==> config.mk <==
export PLATFORM = sky130hd
export DESIGN_NAME = lpcg_bank
export DESIGN_NICKNAME = d
export VERILOG_FILES = /design/src/hdl/lpcg_pkg.sv /design/src/hdl/lpcg_gate_sel.sv /design/src/hdl/lpcg_bank.sv
export VERILOG_INCLUDE_DIRS = /design/src /design/src/hdl
export SDC_FILE = /design/constraint.sdc
export NUM_CORES = 1
export LEC_CHECK = 0
export BUFFER_PORTS_ARGS = -buffer_cell sky130_fd_sc_hd__buf_2
export CORE_MARGIN = 5
export CORE_UTILIZATION = 55
export DETAILED_ROUTE_END_ITERATION = 6
export GPL_TIMING_DRIVEN = 0
export PLACE_DENSITY = 0.95
export SLEW_MARGIN = 25
export SYNTH_ARGS = -nofsm -noshare
export SYNTH_HDL_FRONTEND = slang
export SYNTH_HIERARCHICAL = 1
export SYNTH_SLANG_ARGS = --single-unit
==> constraint.sdc <==
create_clock -name mclk -period 3.9 [get_ports mclk]
set_clock_uncertainty 0.1 [all_clocks]
set_input_delay 0 -clock mclk [delete_from_list [all_inputs] [get_ports mclk]]
set_output_delay 0 -clock mclk [all_outputs]
set_load 0.01 [all_outputs]
==> src/hdl/lpcg_cfg.svh <==
// offsets, field positions and reset values of the low power clock gating bank
`ifndef LPCG_CFG_SVH
`define LPCG_CFG_SVH

`define LPCG_OFS_RUN    12'h100
`define LPCG_OFS_SLP    12'h110
`define LPCG_OFS_DSL    12'h120
`define LPCG_OFS_CFG    12'h060
`define LPCG_OFS_ISTS   12'h140
`define LPCG_OFS_IMSK   12'h144

`define LPCG_GATE_RST   32'h0000_0040
`define LPCG_GATE_WMASK 32'h0010_0048
`define LPCG_BIT_WATCHDOG    3
`define LPCG_BIT_HIBERNATION 6
`define LPCG_BIT_PWM         20

`define LPCG_CFG_RST    32'h0000_0000
`define LPCG_CFG_WMASK  32'h0000_0001
`define LPCG_CFG_AUTO_GATING_SELECT 0

`define LPCG_EV_FAULT   0
`define LPCG_EV_CHG     1
`define LPCG_EV_WMASK   32'h0000_0003

`endif

==> src/hdl/lpcg_pkg.sv <==
// types shared by the low power clock gating bank
`include "lpcg_cfg.svh"
package lpcg_pkg;

	typedef enum logic [1:0] {
		ps_run,
		ps_sleep,
		ps_deep
	} lpcg_pstate_t;

	typedef enum logic [1:0] {
		unit_watchdog,
		unit_hibernation,
		unit_pwm
	} lpcg_unit_t;

	typedef struct packed {
		logic pwm;
		logic hibernation_gate;
		logic watchdog_gate;
	} lpcg_gates_t;

	typedef struct packed {
		logic        wr;
		logic        rd;
		logic [11:0] addr;
		logic [31:0] wdata;
	} lpcg_bus_req_t;

	// pull the unit enables out of a gating register word
	function automatic lpcg_gates_t lpcg_to_gates(input logic [31:0] w);
		lpcg_gates_t g;
		g.pwm              = w[`LPCG_BIT_PWM];
		g.hibernation_gate = w[`LPCG_BIT_HIBERNATION];
		g.watchdog_gate    = w[`LPCG_BIT_WATCHDOG];
		return g;
	endfunction

	// address match for one register
	function automatic logic lpcg_hit(input logic [11:0] a, input logic [11:0] ofs);
		return a == ofs;
	endfunction

endpackage

==> src/hdl/lpcg_gate_sel.sv <==
// picks the gating set that applies in the present power state
`timescale 1ns/1ns
`include "lpcg_cfg.svh"
module lpcg_gate_sel (
	input  wire lpcg_pkg::lpcg_pstate_t pstate,
	input  wire logic                   auto_gating_select,
	input  wire lpcg_pkg::lpcg_gates_t  run_set,
	input  wire lpcg_pkg::lpcg_gates_t  slp_set,
	input  wire lpcg_pkg::lpcg_gates_t  dsl_set,
	output      lpcg_pkg::lpcg_gates_t  eff_set
);
	import lpcg_pkg::*;

	// low power sets only count when software opted into sleep gating
	always_comb begin
		unique case (pstate)
			ps_run:   eff_set = run_set;
			ps_sleep: eff_set = auto_gating_select ? slp_set : run_set;
			ps_deep:  eff_set = auto_gating_select ? dsl_set : run_set;
			default:  eff_set = run_set;
		endcase
	end

endmodule

==> src/hdl/lpcg_bank.sv <==
// low power clock gating bank: gating registers, enable select, fault check, interrupt
//
// Our own choice: strobed register access.
`timescale 1ns/1ns
`include "lpcg_cfg.svh"
module lpcg_bank (
	input  wire logic                   mclk,
	input  wire logic                   sys_rst,
	input  wire lpcg_pkg::lpcg_bus_req_t bus_req,
	output      logic [31:0]            bus_rdata_ff,
	input  wire logic                   pwr_sleep,
	input  wire logic                   pwr_deep,
	input  wire logic                   unit_acc_valid,
	input  wire lpcg_pkg::lpcg_unit_t   unit_acc_sel,
	output      logic                   unit_acc_done_ff,
	output      logic                   unit_fault_ff,
	output      lpcg_pkg::lpcg_gates_t  unit_clk_en_ff,
	output      logic                   irq_ff
);
	import lpcg_pkg::*;

	logic [31:0]  run_gate_ff;
	logic [31:0]  slp_gate_ff;
	logic [31:0]  dsl_gate_ff;
	logic [31:0]  cfg_ff;
	logic [31:0]  ists_ff;
	logic [31:0]  imsk_ff;
	logic [31:0]  nxt_ists;
	logic [31:0]  nxt_rdata;
	logic [31:0]  ev;
	lpcg_pstate_t pstate;
	lpcg_gates_t  nxt_gates;
	logic         unit_on;
	logic         acc_bad;
	logic         boot_ff;

	// deep sleep outranks sleep if the controller raises both
	always_comb begin
		if (pwr_deep) begin
			pstate = ps_deep;
		end else if (pwr_sleep) begin
			pstate = ps_sleep;
		end else begin
			pstate = ps_run;
		end
	end

	// run gating register, same layout as the low power ones
	always_ff @(posedge mclk or posedge sys_rst) begin
		if (sys_rst) begin
			run_gate_ff <= `LPCG_GATE_RST;
		end else if (bus_req.wr && lpcg_hit(bus_req.addr, `LPCG_OFS_RUN)) begin
			run_gate_ff <= bus_req.wdata & `LPCG_GATE_WMASK;
		end
	end

	// sleep gating register
	always_ff @(posedge mclk or posedge sys_rst) begin
		if (sys_rst) begin
			slp_gate_ff <= `LPCG_GATE_RST;
		end else if (bus_req.wr && lpcg_hit(bus_req.addr, `LPCG_OFS_SLP)) begin
			slp_gate_ff <= bus_req.wdata & `LPCG_GATE_WMASK;
		end
	end

	// deep-sleep gating register
	always_ff @(posedge mclk or posedge sys_rst) begin
		if (sys_rst) begin
			dsl_gate_ff <= `LPCG_GATE_RST;
		end else if (bus_req.wr && lpcg_hit(bus_req.addr, `LPCG_OFS_DSL)) begin
			dsl_gate_ff <= bus_req.wdata & `LPCG_GATE_WMASK;
		end
	end

	// clock configuration: only the automatic gating select is kept here
	always_ff @(posedge mclk or posedge sys_rst) begin
		if (sys_rst) begin
			cfg_ff <= `LPCG_CFG_RST;
		end else if (bus_req.wr && lpcg_hit(bus_req.addr, `LPCG_OFS_CFG)) begin
			cfg_ff <= bus_req.wdata & `LPCG_CFG_WMASK;
		end
	end

	// interrupt mask
	always_ff @(posedge mclk or posedge sys_rst) begin
		if (sys_rst) begin
			imsk_ff <= 32'h0000_0000;
		end else if (bus_req.wr && lpcg_hit(bus_req.addr, `LPCG_OFS_IMSK)) begin
			imsk_ff <= bus_req.wdata & `LPCG_EV_WMASK;
		end
	end

	lpcg_gate_sel u_sel (
		.pstate             (pstate),
		.auto_gating_select (cfg_ff[`LPCG_CFG_AUTO_GATING_SELECT]),
		.run_set            (lpcg_to_gates(run_gate_ff)),
		.slp_set            (lpcg_to_gates(slp_gate_ff)),
		.dsl_set            (lpcg_to_gates(dsl_gate_ff)),
		.eff_set            (nxt_gates)
	);

	// enables leave on flops so the unit clock gates see no glitches
	always_ff @(posedge mclk or posedge sys_rst) begin
		if (sys_rst) begin
			unit_clk_en_ff <= '0;
		end else begin
			unit_clk_en_ff <= nxt_gates;
		end
	end

	// judge against the enables the units really have right now
	always_comb begin
		case (unit_acc_sel)
			unit_watchdog:    unit_on = unit_clk_en_ff.watchdog_gate;
			unit_hibernation: unit_on = unit_clk_en_ff.hibernation_gate;
			unit_pwm:         unit_on = unit_clk_en_ff.pwm;
			default:          unit_on = 1'b0;
		endcase
	end

	assign acc_bad = unit_acc_valid && !unit_on;

	// one answer per access: either completed or faulted, never both
	always_ff @(posedge mclk or posedge sys_rst) begin
		if (sys_rst) begin
			unit_fault_ff    <= 1'b0;
			unit_acc_done_ff <= 1'b0;
		end else begin
			unit_fault_ff    <= acc_bad;
			unit_acc_done_ff <= unit_acc_valid && unit_on;
		end
	end

	// sticky events; a new event beats a same-cycle clear
	always_comb begin
		ev = 32'h0000_0000;
		ev[`LPCG_EV_FAULT] = acc_bad;
		ev[`LPCG_EV_CHG]   = nxt_gates != unit_clk_en_ff;
		nxt_ists = ists_ff;
		if (bus_req.wr && lpcg_hit(bus_req.addr, `LPCG_OFS_ISTS)) begin
			nxt_ists = ists_ff & ~bus_req.wdata;
		end
		nxt_ists = nxt_ists | ev;
	end

	always_ff @(posedge mclk or posedge sys_rst) begin
		if (sys_rst) begin
			ists_ff <= 32'h0000_0000;
		end else begin
			ists_ff <= nxt_ists;
		end
	end

	// level interrupt, one cycle behind the status
	always_ff @(posedge mclk or posedge sys_rst) begin
		if (sys_rst) begin
			irq_ff <= 1'b0;
		end else begin
			irq_ff <= |(ists_ff & imsk_ff);
		end
	end

	// read mux; unmapped and reserved bits read zero
	always_comb begin
		nxt_rdata = 32'h0000_0000;
		if (bus_req.rd) begin
			case (bus_req.addr)
				`LPCG_OFS_RUN:  nxt_rdata = run_gate_ff;
				`LPCG_OFS_SLP:  nxt_rdata = slp_gate_ff;
				`LPCG_OFS_DSL:  nxt_rdata = dsl_gate_ff;
				`LPCG_OFS_CFG:  nxt_rdata = cfg_ff;
				`LPCG_OFS_ISTS: nxt_rdata = ists_ff;
				`LPCG_OFS_IMSK: nxt_rdata = imsk_ff;
				default:        nxt_rdata = 32'h0000_0000;
			endcase
		end
	end

	// data stand only in the cycle after the read strobe
	always_ff @(posedge mclk or posedge sys_rst) begin
		if (sys_rst) begin
			bus_rdata_ff <= 32'h0000_0000;
		end else begin
			bus_rdata_ff <= nxt_rdata;
		end
	end

	// marks the first clocked cycle after reset, for checking only
	always_ff @(posedge mclk or posedge sys_rst) begin
		if (sys_rst) begin
			boot_ff <= 1'b0;
		end else begin
			boot_ff <= 1'b1;
		end
	end
endmodule

Word level (Yosys, flattened, before mapping)
Cells that the tools add are included.
{"block": "totals", "regBits": 82, "input_bits": 53, "output_inout_bits": 38, "elab_cells": 48}
{"block": "op_classes", "eq_ne": 11, "n_mux": 9, "bitwise_logic": 4, "reduce_logical": 11}
{"operator": "one-hot mux 32 bit (6 select lines)", "n": 1}
{"operator": "2-to-1 mux 32 bit", "n": 2}
{"operator": "equality test 12 x 9 -> 1 bit (second input constant)", "n": 5}
{"operator": "bitwise AND 32 x 2 -> 32 bit", "n": 1}
{"operator": "bitwise AND 32 bit", "n": 1}
{"operator": "inverter 32 bit", "n": 1}
{"operator": "bitwise OR 32 x 2 -> 32 bit", "n": 1}
{"operator": "OR reduction 32 bit", "n": 1}
{"operator": "equality test 12 x 7 -> 1 bit (second input constant)", "n": 1}
{"operator": "logical AND 1 bit", "n": 8}
{"operator": "2-to-1 mux 3 bit", "n": 2}
{"operator": "one-hot mux 3 bit (2 select lines)", "n": 1}
{"operator": "equality test 2 x 1 -> 1 bit (second input constant)", "n": 2}
{"operator": "equality test 2 bit (second input constant)", "n": 2}
{"operator": "!= test 3 bit", "n": 1}
{"operator": "one-hot mux 1 bit (3 select lines)", "n": 1}
{"operator": "zero test 2 bit", "n": 1}
{"operator": "2-to-1 mux 2 bit", "n": 1}
{"operator": "zero test 1 bit", "n": 1}
{"operator": "2-to-1 mux 1 bit", "n": 1}

Logic depth before layout (Yosys ltp)
Gate-level depths: netlist of the first run.
{"block": "logic_depth", "word_depth": 6, "mapped_depth": 9, "depth_no_buf": 9}

Hierarchy
The synthesis of the first run kept the hierarchy.
{"module": "lpcg_bank", "instances": 1, "cells_per_inst": 229, "area_per_inst_um2": 3145.5, "seq_area_each_um2": 2055.7}
{"module": "lpcg_gate_sel", "instances": 1, "cells_per_inst": 15, "area_per_inst_um2": 103.8, "seq_area_each_um2": 0.0}

Least setup slack after synthesis of the first run
OpenSTA, ideal clock, no wires.
{"block": "synth_path", "path_kind": "input-to-reg", "startpoint": "input bus_req[33] (netlist name)", "endpoint": "register slp_gate_ff[20]", "setup_ns": 0.125, "arrival_time_ns": 1.465, "t_required_ns": 3.675, "slack_ns": 2.211, "cell_stages": 5, "n_path_buf": 1, "cell_sequence": "or4_1 > buf_2 > nor3b_4 > and2_1 > mux2_2"}
{"block": "synth_between", "elab_chain_cells": 2}
{"item": "start: declaration", "line_no": "lpcg_bank.sv:9", "source": "input wire lpcg_pkg::lpcg_bus_req_t bus_req,"}
{"item": "equality test 12 x 9 -> 1 bit", "line_no": "lpcg_pkg.sv:41", "source": "return a == ofs;"}
{"item": "logical AND 1 bit", "line_no": "lpcg_bank.sv:61", "source": "end else if (bus_req.wr && lpcg_hit(bus_req.addr, `LPCG_OFS_SLP)) begin"}
{"item": "end signal: assignment", "line_no": "lpcg_bank.sv:60", "source": "slp_gate_ff <= `LPCG_GATE_RST;"}
{"item": "end signal: assignment", "line_no": "lpcg_bank.sv:62", "source": "slp_gate_ff <= bus_req.wdata & `LPCG_GATE_WMASK;"}
{"item": "end: declaration", "line_no": "lpcg_bank.sv:23", "source": "logic [31:0] slp_gate_ff;"}
Every way passes these cells.
A chain may end at the register's enable or synchronous reset.

Worst setup path in the final report of the first run
{"block": "layout_path", "startpoint": "input bus_req[39] (netlist name)", "endpoint": "register imsk_ff[1]"}
{"block": "layout_between", "elab_chain_cells": 2}
{"item": "equality test 12 x 9 -> 1 bit", "line_no": "lpcg_pkg.sv:41"}
{"item": "logical AND 1 bit", "line_no": "lpcg_bank.sv:88", "source": "end else if (bus_req.wr && lpcg_hit(bus_req.addr, `LPCG_OFS_IMSK)) begin"}
{"item": "end signal: assignment", "line_no": "lpcg_bank.sv:89", "source": "imsk_ff <= bus_req.wdata & `LPCG_EV_WMASK;"}
{"item": "end: declaration", "line_no": "lpcg_bank.sv:27", "source": "logic [31:0] imsk_ff;"}
Every way passes these cells.

==> results by group, run 1 <==
STA
  – Hold WS: roughly 0.045 ns
  – Worst Tran Pin Value: around 1.0 ns
  – Slew Limit Fails: 0
  – Hold Fails Final Rpt: 0
  – Final worst setup slack: 1.37 ns
  – Fin crit share: 0.648
  – Maximum clock rate: between 300 and 400 MHz
  – Final setup vio count: 0
  – Setup TNS: 0 ns
  – Slew headroom: 0.305
  – Min Tclk post-route: about 2.5 ns
  – RSZ-0062 raised after global routing: false

Worst setup path
  – Startpoint Class: input port
  – Crit-path max cell delay: about 0.84 ns
  – Worst-path fanout max: 5
  – Reg-to-reg endpoint: unit_acc_done_ff
  – Crit path kind: in2reg
  – Cell Chain, Critical Path: dlygate4sd3_1 -> buf_2 -> nor4_1 -> nand4_1 -> mux2_2 -> dlygate4sd3_1
  – Most used cell, CP: dlygate4sd3_1
  – Path depth of the worst reg2reg path: 4
  – Critical Path RT: approximately 4.0 ns
  – R2r startpoint: unit_clk_en_ff[0]
  – Flop2flop setup slack: between 2 and 2.5 ns
  – Crit-path slowest cell: nor4_1
  – Critical path arrival: between 2 and 3 ns
  – CP Capture Type: register

Power and ir drop
  – Peak supply drop: between 0.2 and 0.25 mV
  – Pint: approximately 1.2 mW
  – Switching share of total power: 0.249
  – Pwr Density: 344 nW/um^2
  – Combinational power share: 0.079
  – Sequential fraction of design power: 0.560
  – Net Switching: 0.382 mW
  – P_leak: between 2 and 2.5 nW
  – Clk pwr share: 0.362

Synth
  – Net Count, Synth: 299
  – Mapped Avg Cell Area: between 10 and 15 sq um
  – Top cells by area, synth: dfrtp_1, a21boi_0, and2_1
  – Post-synth top area cell: dfrtp_1
  – Synth Cell Area: between 3000 and 4000 sq um
  – Top-area cell type share of the netlist area: 0.608
  – Async SR Flop Fraction: 1.00
  – Count of cell types in the netlist: 46
  – Seq/Total Area, Yosys: 0.633
  – EDFF count, synth: 0
  – Yosys warnings: 6
  – #FFs+latches synth: between 80 and 90
  – Ys flop type: dfrtp_1
  – Post-Syn Instances: ~240

Hold path
  – Hold Path Depth: 4
  – Hold crit path type: in2reg
  – HP Start: bus_req[32]
  – Worst Hold End: bus_rdata_ff[20]

Floorplanning
  – I/O pin cnt: 91
  – Die area: roughly 7500 sq um
  – FP Rows: 28
  – Die Wd: roughly 87 microns
  – Starting Density: 0.559
  – Die height: slightly below 90 microns
  – Core Area: between 5000 and 6000 sq um

Placed design
  – Placed insts: roughly 410
  – GP Congestion: ~0.84
  – PortBufs: between 80 and 90
  – DP HPWL: between 5 and 6 mm
  – Placement Setup Slack: between 1.5 and 2 ns

Layout
  – Share of layout cells above drive strength 1: 0.344
  – FF/Latch Area: just over 2000 sq um
  – Area Overhead vs Synth: 37.5%
  – Most frequent cells in the layout: buf_2, dfrtp_1, dlygate4sd3_1, and2_1, a21boi_0
  – Leading cell type in the layout, fill and taps excluded: buf_2
  – Antenna cells: 0
  – Layout Nets: roughly 450
  – Multi-input gate area: ~1100 sq um
  – Non-filler cells, final: roughly 470
  – Final Util: 0.768
  – Fillers: 387

Global route
  – Initial antenna violation count: 0
  – Largest net degree at the start of global routing: 47
  – GRT Total Usage: 0.240
  – Vias in the first global route: between 2000 and 3000
  – Global route total overflow: 0
  – First-pass GRT wire length: 13.5 mm

Detailed routing
  – Pre-antenna DRT Iters: 4
  – Drt total wl: roughly 8.5 mm
  – Vias per cell: about 5.4
  – Detail Route Antenna Nets: 0
  – Detailed-route DRC error count: 0
  – Vias: 2560
  – Post-DR wirelength/cell: roughly 18 microns
  – DRT iter0 DRCs: roughly 160

Clocking
  – Setup bufs post-CTS: 0
  – # clock sinks: 82
  – CTS H-Tree Depth: 3
  – Root Buffer: clkbuf_8
  – CTS tree: built
  – Cts hold-fix bufs: 48
  – Cts repair resizes: 0
  – CTS Buf Count: 9
  – Worst-case clock buffer depth: 2
  – Clk Latency, worst-skew pair: between 0.3 and 0.4 ns
  – Reg clk slew, reported paths: approximately 0.090 ns

Outcome
  – Status: completed

Job
  – MaxCap Viol Count: 0
-- registers in the layout, summed over array words and instances, names as in the netlist --
name,flops
unit_acc_done_ff,1
slp_gate_ff,3
imsk_ff,2
irq_ff,1
cfg_ff,1
bus_rdata_ff,32
ists_ff,32
dsl_gate_ff,3
run_gate_ff,3
unit_fault_ff,1
unit_clk_en_ff,3
-- final cells by class --
type | count | area share
sequential | 82 | 0.460
multi-input combinational | 150 | 0.255
timing repair buffer | 138 | 0.212
clock buffer | 9 | 0.0277
tap | 75 | 0.0210
clock inverter | 7 | 0.0118
buffer | 9 | 0.00980
inverter | 3 | 0.00308
-- worst max-delay path by stage --
| stage | start | end | slack [ns] | cells after the start |
|---|---|---|---|---|
| after floorplan | sys_rst | bus_rdata_ff[0] | 1.70 | 1 |
| after global placement | sys_rst | ists_ff[23] | 0.94 | 2 |
| after detailed placement | bus_req[41] | slp_gate_ff[3] | 1.90 | 5 |
| after CTS | bus_req[39] | cfg_ff[0] | 1.49 | 8 |
| after global routing | bus_req[39] | imsk_ff[1] | 1.38 | 6 |
| final | bus_req[39] | imsk_ff[1] | 1.37 | 6 |
-- synth_stat cells (4+ instances only) --
cell type / count
a21boi_0: 30
and2_1: 30
buf_2: 6
dfrtp_1: 79
mux2_2: 12
mux2i_1: 5
nand2_1: 4
nand3_1: 8
nor2b_1: 4
or3_1: 4
-- stage by stage --
| step | power, mW | cell area [sq um] |
|---|---|---|
| after global placement | 0.952 | 3790 |
| after global routing | 1.59 | 4470 |
| after detailed placement | 0.960 | 3810 |
| final | 1.54 | 4470 |
| after CTS | 1.54 | 4470 |
| after floorplan | 0.912 | 3250 |
-- power groups by stage --
| stage | clock network, mW | registers [mW] | logic, mW |
|---|---|---|---|
| finish | 0.556 | 0.859 | 0.121 |
| global route | 0.602 | 0.860 | 0.130 |
| CTS | 0.559 | 0.859 | 0.118 |
| detailed placement | 0 | 0.876 | 0.0840 |
| global placement | 0 | 0.875 | 0.0761 |
| floorplan | 0 | 0.875 | 0.0369 |
-- per-layer routing --
| layer | part of all wire | GRT usage | wire [microns] | up-vias |
|---|---|---|---|---|
| met1 | 0.38 | 0.274 | 3230 | 1277 |
| met5 | 0 | 0 | 0 | - |
| met2 | 0.55 | 0.435 | 4640 | 102 |
| met3 | 0.051 | 0.0435 | 429 | 18 |
| met4 | 0.022 | 0.105 | 187 | 0 |
| li1 | - | - | - | 1163 |
-- critical path, delay by kind of cell --
| kind | cells | cell delay, ns |
|---|---|---|
| buf+inv | 3 | 1.23 |
| simple gates | 2 | 1.11 |
| mux | 1 | 0.33 |
-- cell families (layout without fill, tap and decap cells) --
group           count (synthesis)  count (layout)  synth area share
xor+xnor                        3               3           0.00809
mux                            17              17            0.0570
buf+inv                        12             166            0.0169
simple gates                   79              79             0.169
compound gates                 48              48             0.106
fa+ha+maj                       3               3            0.0108
flops                          82              82             0.633
No activity file was read; power rests on OpenSTA's default activity.
==> inputs of run 2 (changes only) <==
- ABC_AREA: default -> 1
- CORE_UTILIZATION: 55 -> 46
- PLACE_DENSITY: 0.95 -> 0.87
- clock period: 3.9 -> 2 ns (I/O delays scaled with it)
==> results by group, run 2 <==
Outcome
  – Status: completed

Synth
  – Top-area cell type share of the netlist area: 0.609 (about the same)
  – Yosys warnings: 6 (unchanged)
  – Count of cell types in the netlist: 21 (-54%)
  – Synth Cell Area: 3250 sq um (about the same)
  – Mapped Avg Cell Area: 9.38 sq um (-30%)
  – Post-synth top area cell: dfrtp_1
  – Net Count, Synth: 401 (+34%)
  – Post-Syn Instances: 346 (+42%)
  – Largest family of logic cells by synthesized area: simple AND/OR/NAND/NOR gates
  – Ys flop type: dfrtp_1
  – Post-Synth Simple-Gate Area: 0.186 (+0.0175)
  – #FFs+latches synth: 82 (unchanged)
  – Post-Synth Adder-Cell Area: 0.00771 (-0.00307)
  – Post-synth top cells: dfrtp_1, nand2_1, nor2_1
  – Top cells by area, synth: dfrtp_1, nand2_1, nor2_1
  – Async SR Flop Fraction: 1.00 (unchanged)
  – Seq/Total Area, Yosys: 0.633 (about the same)
  – Compound-gate portion of the synthesized area: 0.0794 (-0.0265)
  – Synth Area in XOR/XNOR: 0.00809 (about the same)
  – EDFF count, synth: 0 (unchanged)
  – Post-synthesis mux area share: 0 (-0.0570)
  – Most common cell in the netlist: dfrtp_1

Worst setup path
  – CP Capture Type: register
  – Reg-to-reg endpoint: unit_acc_done_ff
  – Flop2flop setup slack: 0.26 ns (-1.94 ns)
  – R2r startpoint: unit_clk_en_ff[2]
  – Crit path kind: reg2reg
  – Critical Path Start: unit_clk_en_ff[2]
  – Worst-path fanout max: 3 (-2)
  – Critical path arrival: 1.93 ns (-0.74 ns)
  – Startpoint Class: register
  – Path depth of the worst reg2reg path: 4 (unchanged)
  – Critical Path RT: 2.19 ns (-1.85 ns)

STA
  – Setup TNS: 0 ns (unchanged)
  – Slew Limit Fails: 0 (unchanged)
  – Final setup vio count: 0 (unchanged)
  – RSZ-0062 raised after global routing: false
  – Maximum clock rate: around 570 MHz
  – Hold Fails Final Rpt: 0 (unchanged)
  – Min Tclk post-route: about 1.7 ns
  – Worst Tran Pin Value: 0.498 ns (-0.535 ns)
  – Fin crit share: 0.870
  – Hold WS: 0.0208 ns (-0.0238 ns)
  – Slew headroom: 0.667 (+0.362)

Floorplanning
  – FP Rows: 30 (+7.1%)
  – Starting Density: 0.475 (-0.0835)
  – I/O pin cnt: 91 (unchanged)
  – Core Area: 6830 sq um (+17%)
  – Die area: 8840 sq um (+17%)
  – Die Wd: 94.0 microns (+8.2%)
  – Die height: 94.0 microns (+8.2%)

Power and ir drop
  – Pwr Density: 681 nW/um^2 (+98%)
  – Peak supply drop: 0.358 mV (+57%)
  – P_leak: 2.58 nW (+13%)

Layout
  – Area Overhead vs Synth: 36.6%
  – Antenna cells: 0 (unchanged)
  – Layout Nets: 543 (+21%)
  – Final Util: 0.649 (-0.119)
  – Leading cell type in the layout, fill and taps excluded: buf_2
  – Most frequent cells in the layout: buf_2, dfrtp_1, nand2_1, nor2_1, inv_1
  – Share of layout cells above drive strength 1: 0.252 (-0.0927)
  – Largest registers: bus_rdata_ff (32), ists_ff (32)

Detailed routing
  – Detail Route Antenna Nets: 0 (unchanged)
  – Vias: 2740 (+7.0%)
  – DRT iter0 DRCs: 122 (-22%)
  – Detailed-route DRC error count: 0 (unchanged)
  – Post-DR wirelength/cell: 13.6 microns (-24%)
  – Pre-antenna DRT Iters: 4 (unchanged)
  – Vias per cell: 4.65 (-14%)
  – Drt total wl: 8.00 mm (-5.7%)

Clocking
  – Root Buffer: clkbuf_8
  – Reg clk slew, reported paths: 0.09 ns (about the same)
  – CTS tree: built
  – Clk Latency, worst-skew pair: 0.36 ns (about the same)
  – CTS H-Tree Depth: 3 (unchanged)
  – CTS Buf Count: 9 (unchanged)
  – # clock sinks: 82 (unchanged)
  – Worst-case clock buffer depth: 2 (unchanged)
  – Setup bufs post-CTS: 0 (unchanged)

Hold path
  – Hold crit path type: in2reg
  – HP Start: bus_req[34]
  – Hold Path Depth: 5 (+1)
  – Worst Hold End: bus_rdata_ff[1]

Global route
  – GRT Total Usage: 0.190 (-0.0496)
  – First-pass GRT wire length: 12.8 mm (-4.7%)
  – Vias in the first global route: 2823 (+2.4%)
  – Initial antenna violation count: 0 (unchanged)
  – Largest net degree at the start of global routing: 33 (-30%)
  – Global route total overflow: 0 (unchanged)

Placed design
  – GP Congestion: 0.860 (+2.0%)
  – PortBufs: 90 (+1.1%)
  – DP HPWL: 5.36 mm (-1.4%)

Job
  – MaxCap Viol Count: 0 (unchanged)
run 2: cell types whose count changed in the layout (fill, tap and decap cells not counted), moves of 17 or more:
| cell | change |
|---|---|
| a21boi_0 | -30 |
| a21oi_1 | +26 |
| and2_1 | -29 |
| inv_1 | +55 |
| nand2_1 | +57 |
| nor2_1 | +58 |
| o21ai_0 | +17 |
run 2: cell type report:
| type | count | area (sq um) |
|---|---|---|
| clock buffers | 9 | 124 |
| well taps | 96 | 120 |
| inverters | 59 | 225 |
| multi-input cells | 200 | 913 |
| plain buffers | 5 | 56.3 |
| clock inverters | 7 | 58.8 |
| fillers | 563 | 2400 |
| repair buffers | 131 | 881 |
| flip-flops and latches | 82 | 2060 |
run 2: what timing repair did:
| item | CTS | global route |
|---|---|---|
| endpoints found under the hold margin | 137 | 0 |
| hold buffers | 39 | 0 |
| gates resized for setup | 0 | 0 |
run 2: worst max path at each step:
stage                             endpoint  slack, ns  cells after the start
after floorplan                 ists_ff[1]       0.76                     11
after global placement    bus_rdata_ff[15]       0.49                      2
after detailed placement        ists_ff[1]       0.50                     11
after CTS                 unit_acc_done_ff       0.30                      4
after global routing      unit_acc_done_ff       0.19                      4
final                     unit_acc_done_ff       0.26                      4
run 2: kinds of logic (layout without fill, tap and decap cells):
kind of cell / Yosys count / in the layout
DFF: 82 / 82
buffers and inverters: 64 / 211
and+or+nand+nor: 145 / 145
adders and majority gates: 2 / 2
AOI/OAI and AO/OA: 50 / 50
xor gates and xnor gates: 3 / 3
run 2: metal layers:
| layer | up-vias | GRT usage | wire length, microns |
|---|---|---|---|
| met5 | - | 0 | 0 |
| met4 | 0 | 0.0782 | 221 |
| met3 | 16 | 0.0417 | 415 |
| met2 | 101 | 0.341 | 4260 |
| met1 | 1282 | 0.218 | 3100 |
| li1 | 1341 | - | - |
run 2: critical path, cell delays in order (launching register included):
cell	delay [ns]
dfrtp_1	0.41
nor2_1	0.06
o31ai_1	0.38
and2_1	0.18
dlygate4sd3_1	0.54
run 2: where the power goes:
part / total, mW / switching [mW] / leakage [nW] / internal (mW)
logic: 0.224 / 0.111 / 1.51 / 0.113
registers: 1.68 / 0.00866 / 0.975 / 1.67
clock network: 1.12 / 0.643 / 0.0929 / 0.475
run 2: stage by stage:
stage / worst slack (ns) / total power, mW / instances / area, sq um
finish: 0.259 / 3.02 / 589 / 4430
global route: 0.189 / 3.15 / 589 / 4430
CTS: 0.304 / 3.04 / 589 / 4430
detailed placement: 0.501 / 1.88 / 534 / 3860
global placement: 0.486 / 1.86 / 532 / 3820
floorplan: 0.756 / 1.78 / 346 / 3250
==> inputs of run 3 (changes only) <==
- ABC_AREA: 1 -> default
- GPL_TIMING_DRIVEN: 0 -> default
==> results by group, run 3 (synthesis gave the netlist of run 1 again) <==
Outcome
  – Status: completed

Worst setup path
  – Cell Chain, Critical Path: and3b_1 -> a21oi_1 -> or3_1 -> a21oi_1 -> dlygate4sd3_1
  – Critical Path RT: 2.18 ns (about the same)
  – Path depth of the worst reg2reg path: 5 (+1)
  – Crit-path max cell delay: 0.57 ns (+0.03 ns)
  – Worst-path fanout max: 3 (unchanged)
  – Startpoint Class: register
  – Critical path arrival: 2.03 ns (+0.10 ns)
  – R2r startpoint: cfg_ff[0]
  – Crit-path slowest cell: dlygate4sd3_1
  – CP Capture Type: register
  – Crit path kind: reg2reg
  – Most used cell, CP: a21oi_1
  – Critical Path Start: cfg_ff[0]

Floorplanning
  – Die height: 94.0 microns (about the same)
  – Core Area: 6830 sq um (unchanged)
  – I/O pin cnt: 91 (unchanged)
  – FP Rows: 30 (unchanged)
  – Die Wd: 94.0 microns (about the same)
  – Starting Density: 0.476 (about the same)
  – Die area: 8840 sq um (about the same)

STA
  – RSZ-0062 raised after global routing: false
  – Fin crit share: 0.927 (+0.0563)
  – Maximum clock rate: 540 MHz (-6.1%)
  – Setup TNS: 0 ns (unchanged)
  – Min Tclk post-route: 1.85 ns (+0.113 ns)
  – Worst Tran Pin Value: 0.597 ns (+0.0995 ns)
  – Slew headroom: 0.601 (-0.0665)
  – Final setup vio count: 0 (unchanged)
  – Hold Fails Final Rpt: 0 (unchanged)
  – Slew Limit Fails: 0 (unchanged)

Hold path
  – HP Start: bus_req[38]
  – Hold crit path type: in2reg
  – Hold Path Depth: 3 (-2)

Power and ir drop
  – Peak supply drop: 0.409 mV (+14%)
  – Sequential fraction of design power: 0.516 (-0.040)
  – Switching share of total power: 0.226 (-0.0264)
  – Combinational power share: 0.069 (-0.005)
  – P_leak: 2.29 nW (-11%)
  – Clk pwr share: 0.415 (+0.045)
  – Net Switching: 0.735 mW (-3.7%)
  – Pint: 2.51 mW (+11%)
  – Pwr Density: 716 nW/um^2 (+5.1%)

Detailed routing
  – Pre-antenna DRT Iters: 4 (unchanged)
  – Detailed-route DRC error count: 0 (unchanged)
  – Metal2 WL: 4.13 mm (-3.1%)
  – M1 WL: 3.16 mm (+1.9%)
  – Vias: 2464 (-10%)
  – Highest routed layer: met4
  – DRT iter0 DRCs: 103 (-16%)
  – Post-DR wirelength/cell: 15.9 microns (+17%)
  – Vias per cell: 5.05 (+8.5%)
  – Detail Route Antenna Nets: 0 (unchanged)
  – Drt total wl: 7.75 mm (-3.1%)
  – Met3 WL post-DR: 320 microns (-23%)

Placed design
  – DP HPWL: 5.28 mm (-1.4%)
  – GP Congestion: 0.896 (+4.2%)
  – PortBufs: 90 (unchanged)

Job
  – MaxCap Viol Count: 0 (unchanged)

Layout
  – Largest registers: bus_rdata_ff (32), ists_ff (32)
  – Layout Nets: 442 (-19%)
  – Fillers: 512 (-9.1%)
  – Leading cell type in the layout, fill and taps excluded: buf_2
  – Most frequent cells in the layout: buf_2, dfrtp_1, dlygate4sd3_1, and2_1, a21boi_0
  – Final Util: 0.664 (+0.0152)
  – Share of layout cells above drive strength 1: 0.349 (+0.0980)
  – Area Overhead vs Synth: 39.7%
  – Antenna cells: 0 (unchanged)

Clocking
  – Clk Latency, worst-skew pair: 0.35 ns (about the same)
  – CTS tree: built
  – Reg clk slew, reported paths: 0.08 ns (about the same)
  – Root Buffer: clkbuf_8
  – CTS H-Tree Depth: 3 (unchanged)
  – Worst-case clock buffer depth: 2 (unchanged)
  – # clock sinks: 82 (unchanged)
  – Setup bufs post-CTS: 0 (unchanged)
  – CTS Buf Count: 9 (unchanged)

Global route
  – First-pass GRT wire length: 12.7 mm (-1.3%)
  – GRT Total Usage: 0.187 (-0.00320)
  – Initial antenna violation count: 0 (unchanged)
  – Largest net degree at the start of global routing: 44 (+33%)
  – Global route total overflow: 0 (unchanged)
  – Vias in the first global route: 2594 (-8.1%)
[run 3: layer usage]
layer	track usage	vias to the layer above
li1	-	1157
met1	0.223	1231
met2	0.325	66
met3	0.0409	10
met4	0.0782	0
met5	0	-
[run 3: path summary, 6_finish.rpt]
path | endpoint | slack (ns)
max | bus_rdata_ff[0] | 0.15
min in group asynchronous | ists_ff[9] | 0.17
min | cfg_ff[0] | 0.02
max reg2reg | bus_rdata_ff[0] | 0.15
max in group asynchronous | ists_ff[21] | 1.05
min reg2reg | bus_rdata_ff[15] | 0.38
[run 3: layout make-up]
type	instances	area, sq um	share of cell area
clock buffers	9	124	0.0273
inverters	3	15.0	0.00331
flip-flops and latches	82	2060	0.453
well taps	96	120	0.0265
repair buffers	141	978	0.216
clock inverters	7	106	0.0234
multi-input cells	150	1140	0.251
[run 3: metrics by stage]
step | hold WS, ns | power [mW] | setup WS, ns | std cells | instance area [sq um]
floorplan | 0.00168 | 1.78 | 0.311 | 244 | 3250
global placement | -0.0133 | 1.87 | 0.179 | 429 | 3880
detailed placement | 0.00689 | 1.87 | 0.165 | 429 | 3880
CTS | 0.0000193 | 3.29 | 0.193 | 488 | 4540
global route | 0.00394 | 3.39 | 0.101 | 488 | 4540
finish | 0.0248 | 3.25 | 0.147 | 488 | 4540
[run 3: power groups by stage]
stage | combinational (mW) | sequential [mW] | clock (mW)
3_3_place_gp | 0.160 | 1.71 | 0
2_1_floorplan | 0.0723 | 1.71 | 0
5_1_grt | 0.248 | 1.68 | 1.46
6_report | 0.225 | 1.68 | 1.35
4_1_cts | 0.226 | 1.68 | 1.39
3_5_place_dp | 0.167 | 1.71 | 0
[run 3: critical path, delay by kind of cell, from the launching register on]
family / cells / cell delay, ns
AND/OR/NAND/NOR: 2 / 0.50
buffers and inverters: 1 / 0.57
flip-flops: 1 / 0.40
AO/OA/AOI/OAI: 2 / 0.23
[run 3: what timing repair did]
| action | CTS | global route |
|---|---|---|
| hold endpoints to repair | 76 | 0 |
| hold buffers | 43 | 0 |
| gates resized for setup | 0 | 0 |
| setup endpoints to repair | 0 | 0 |
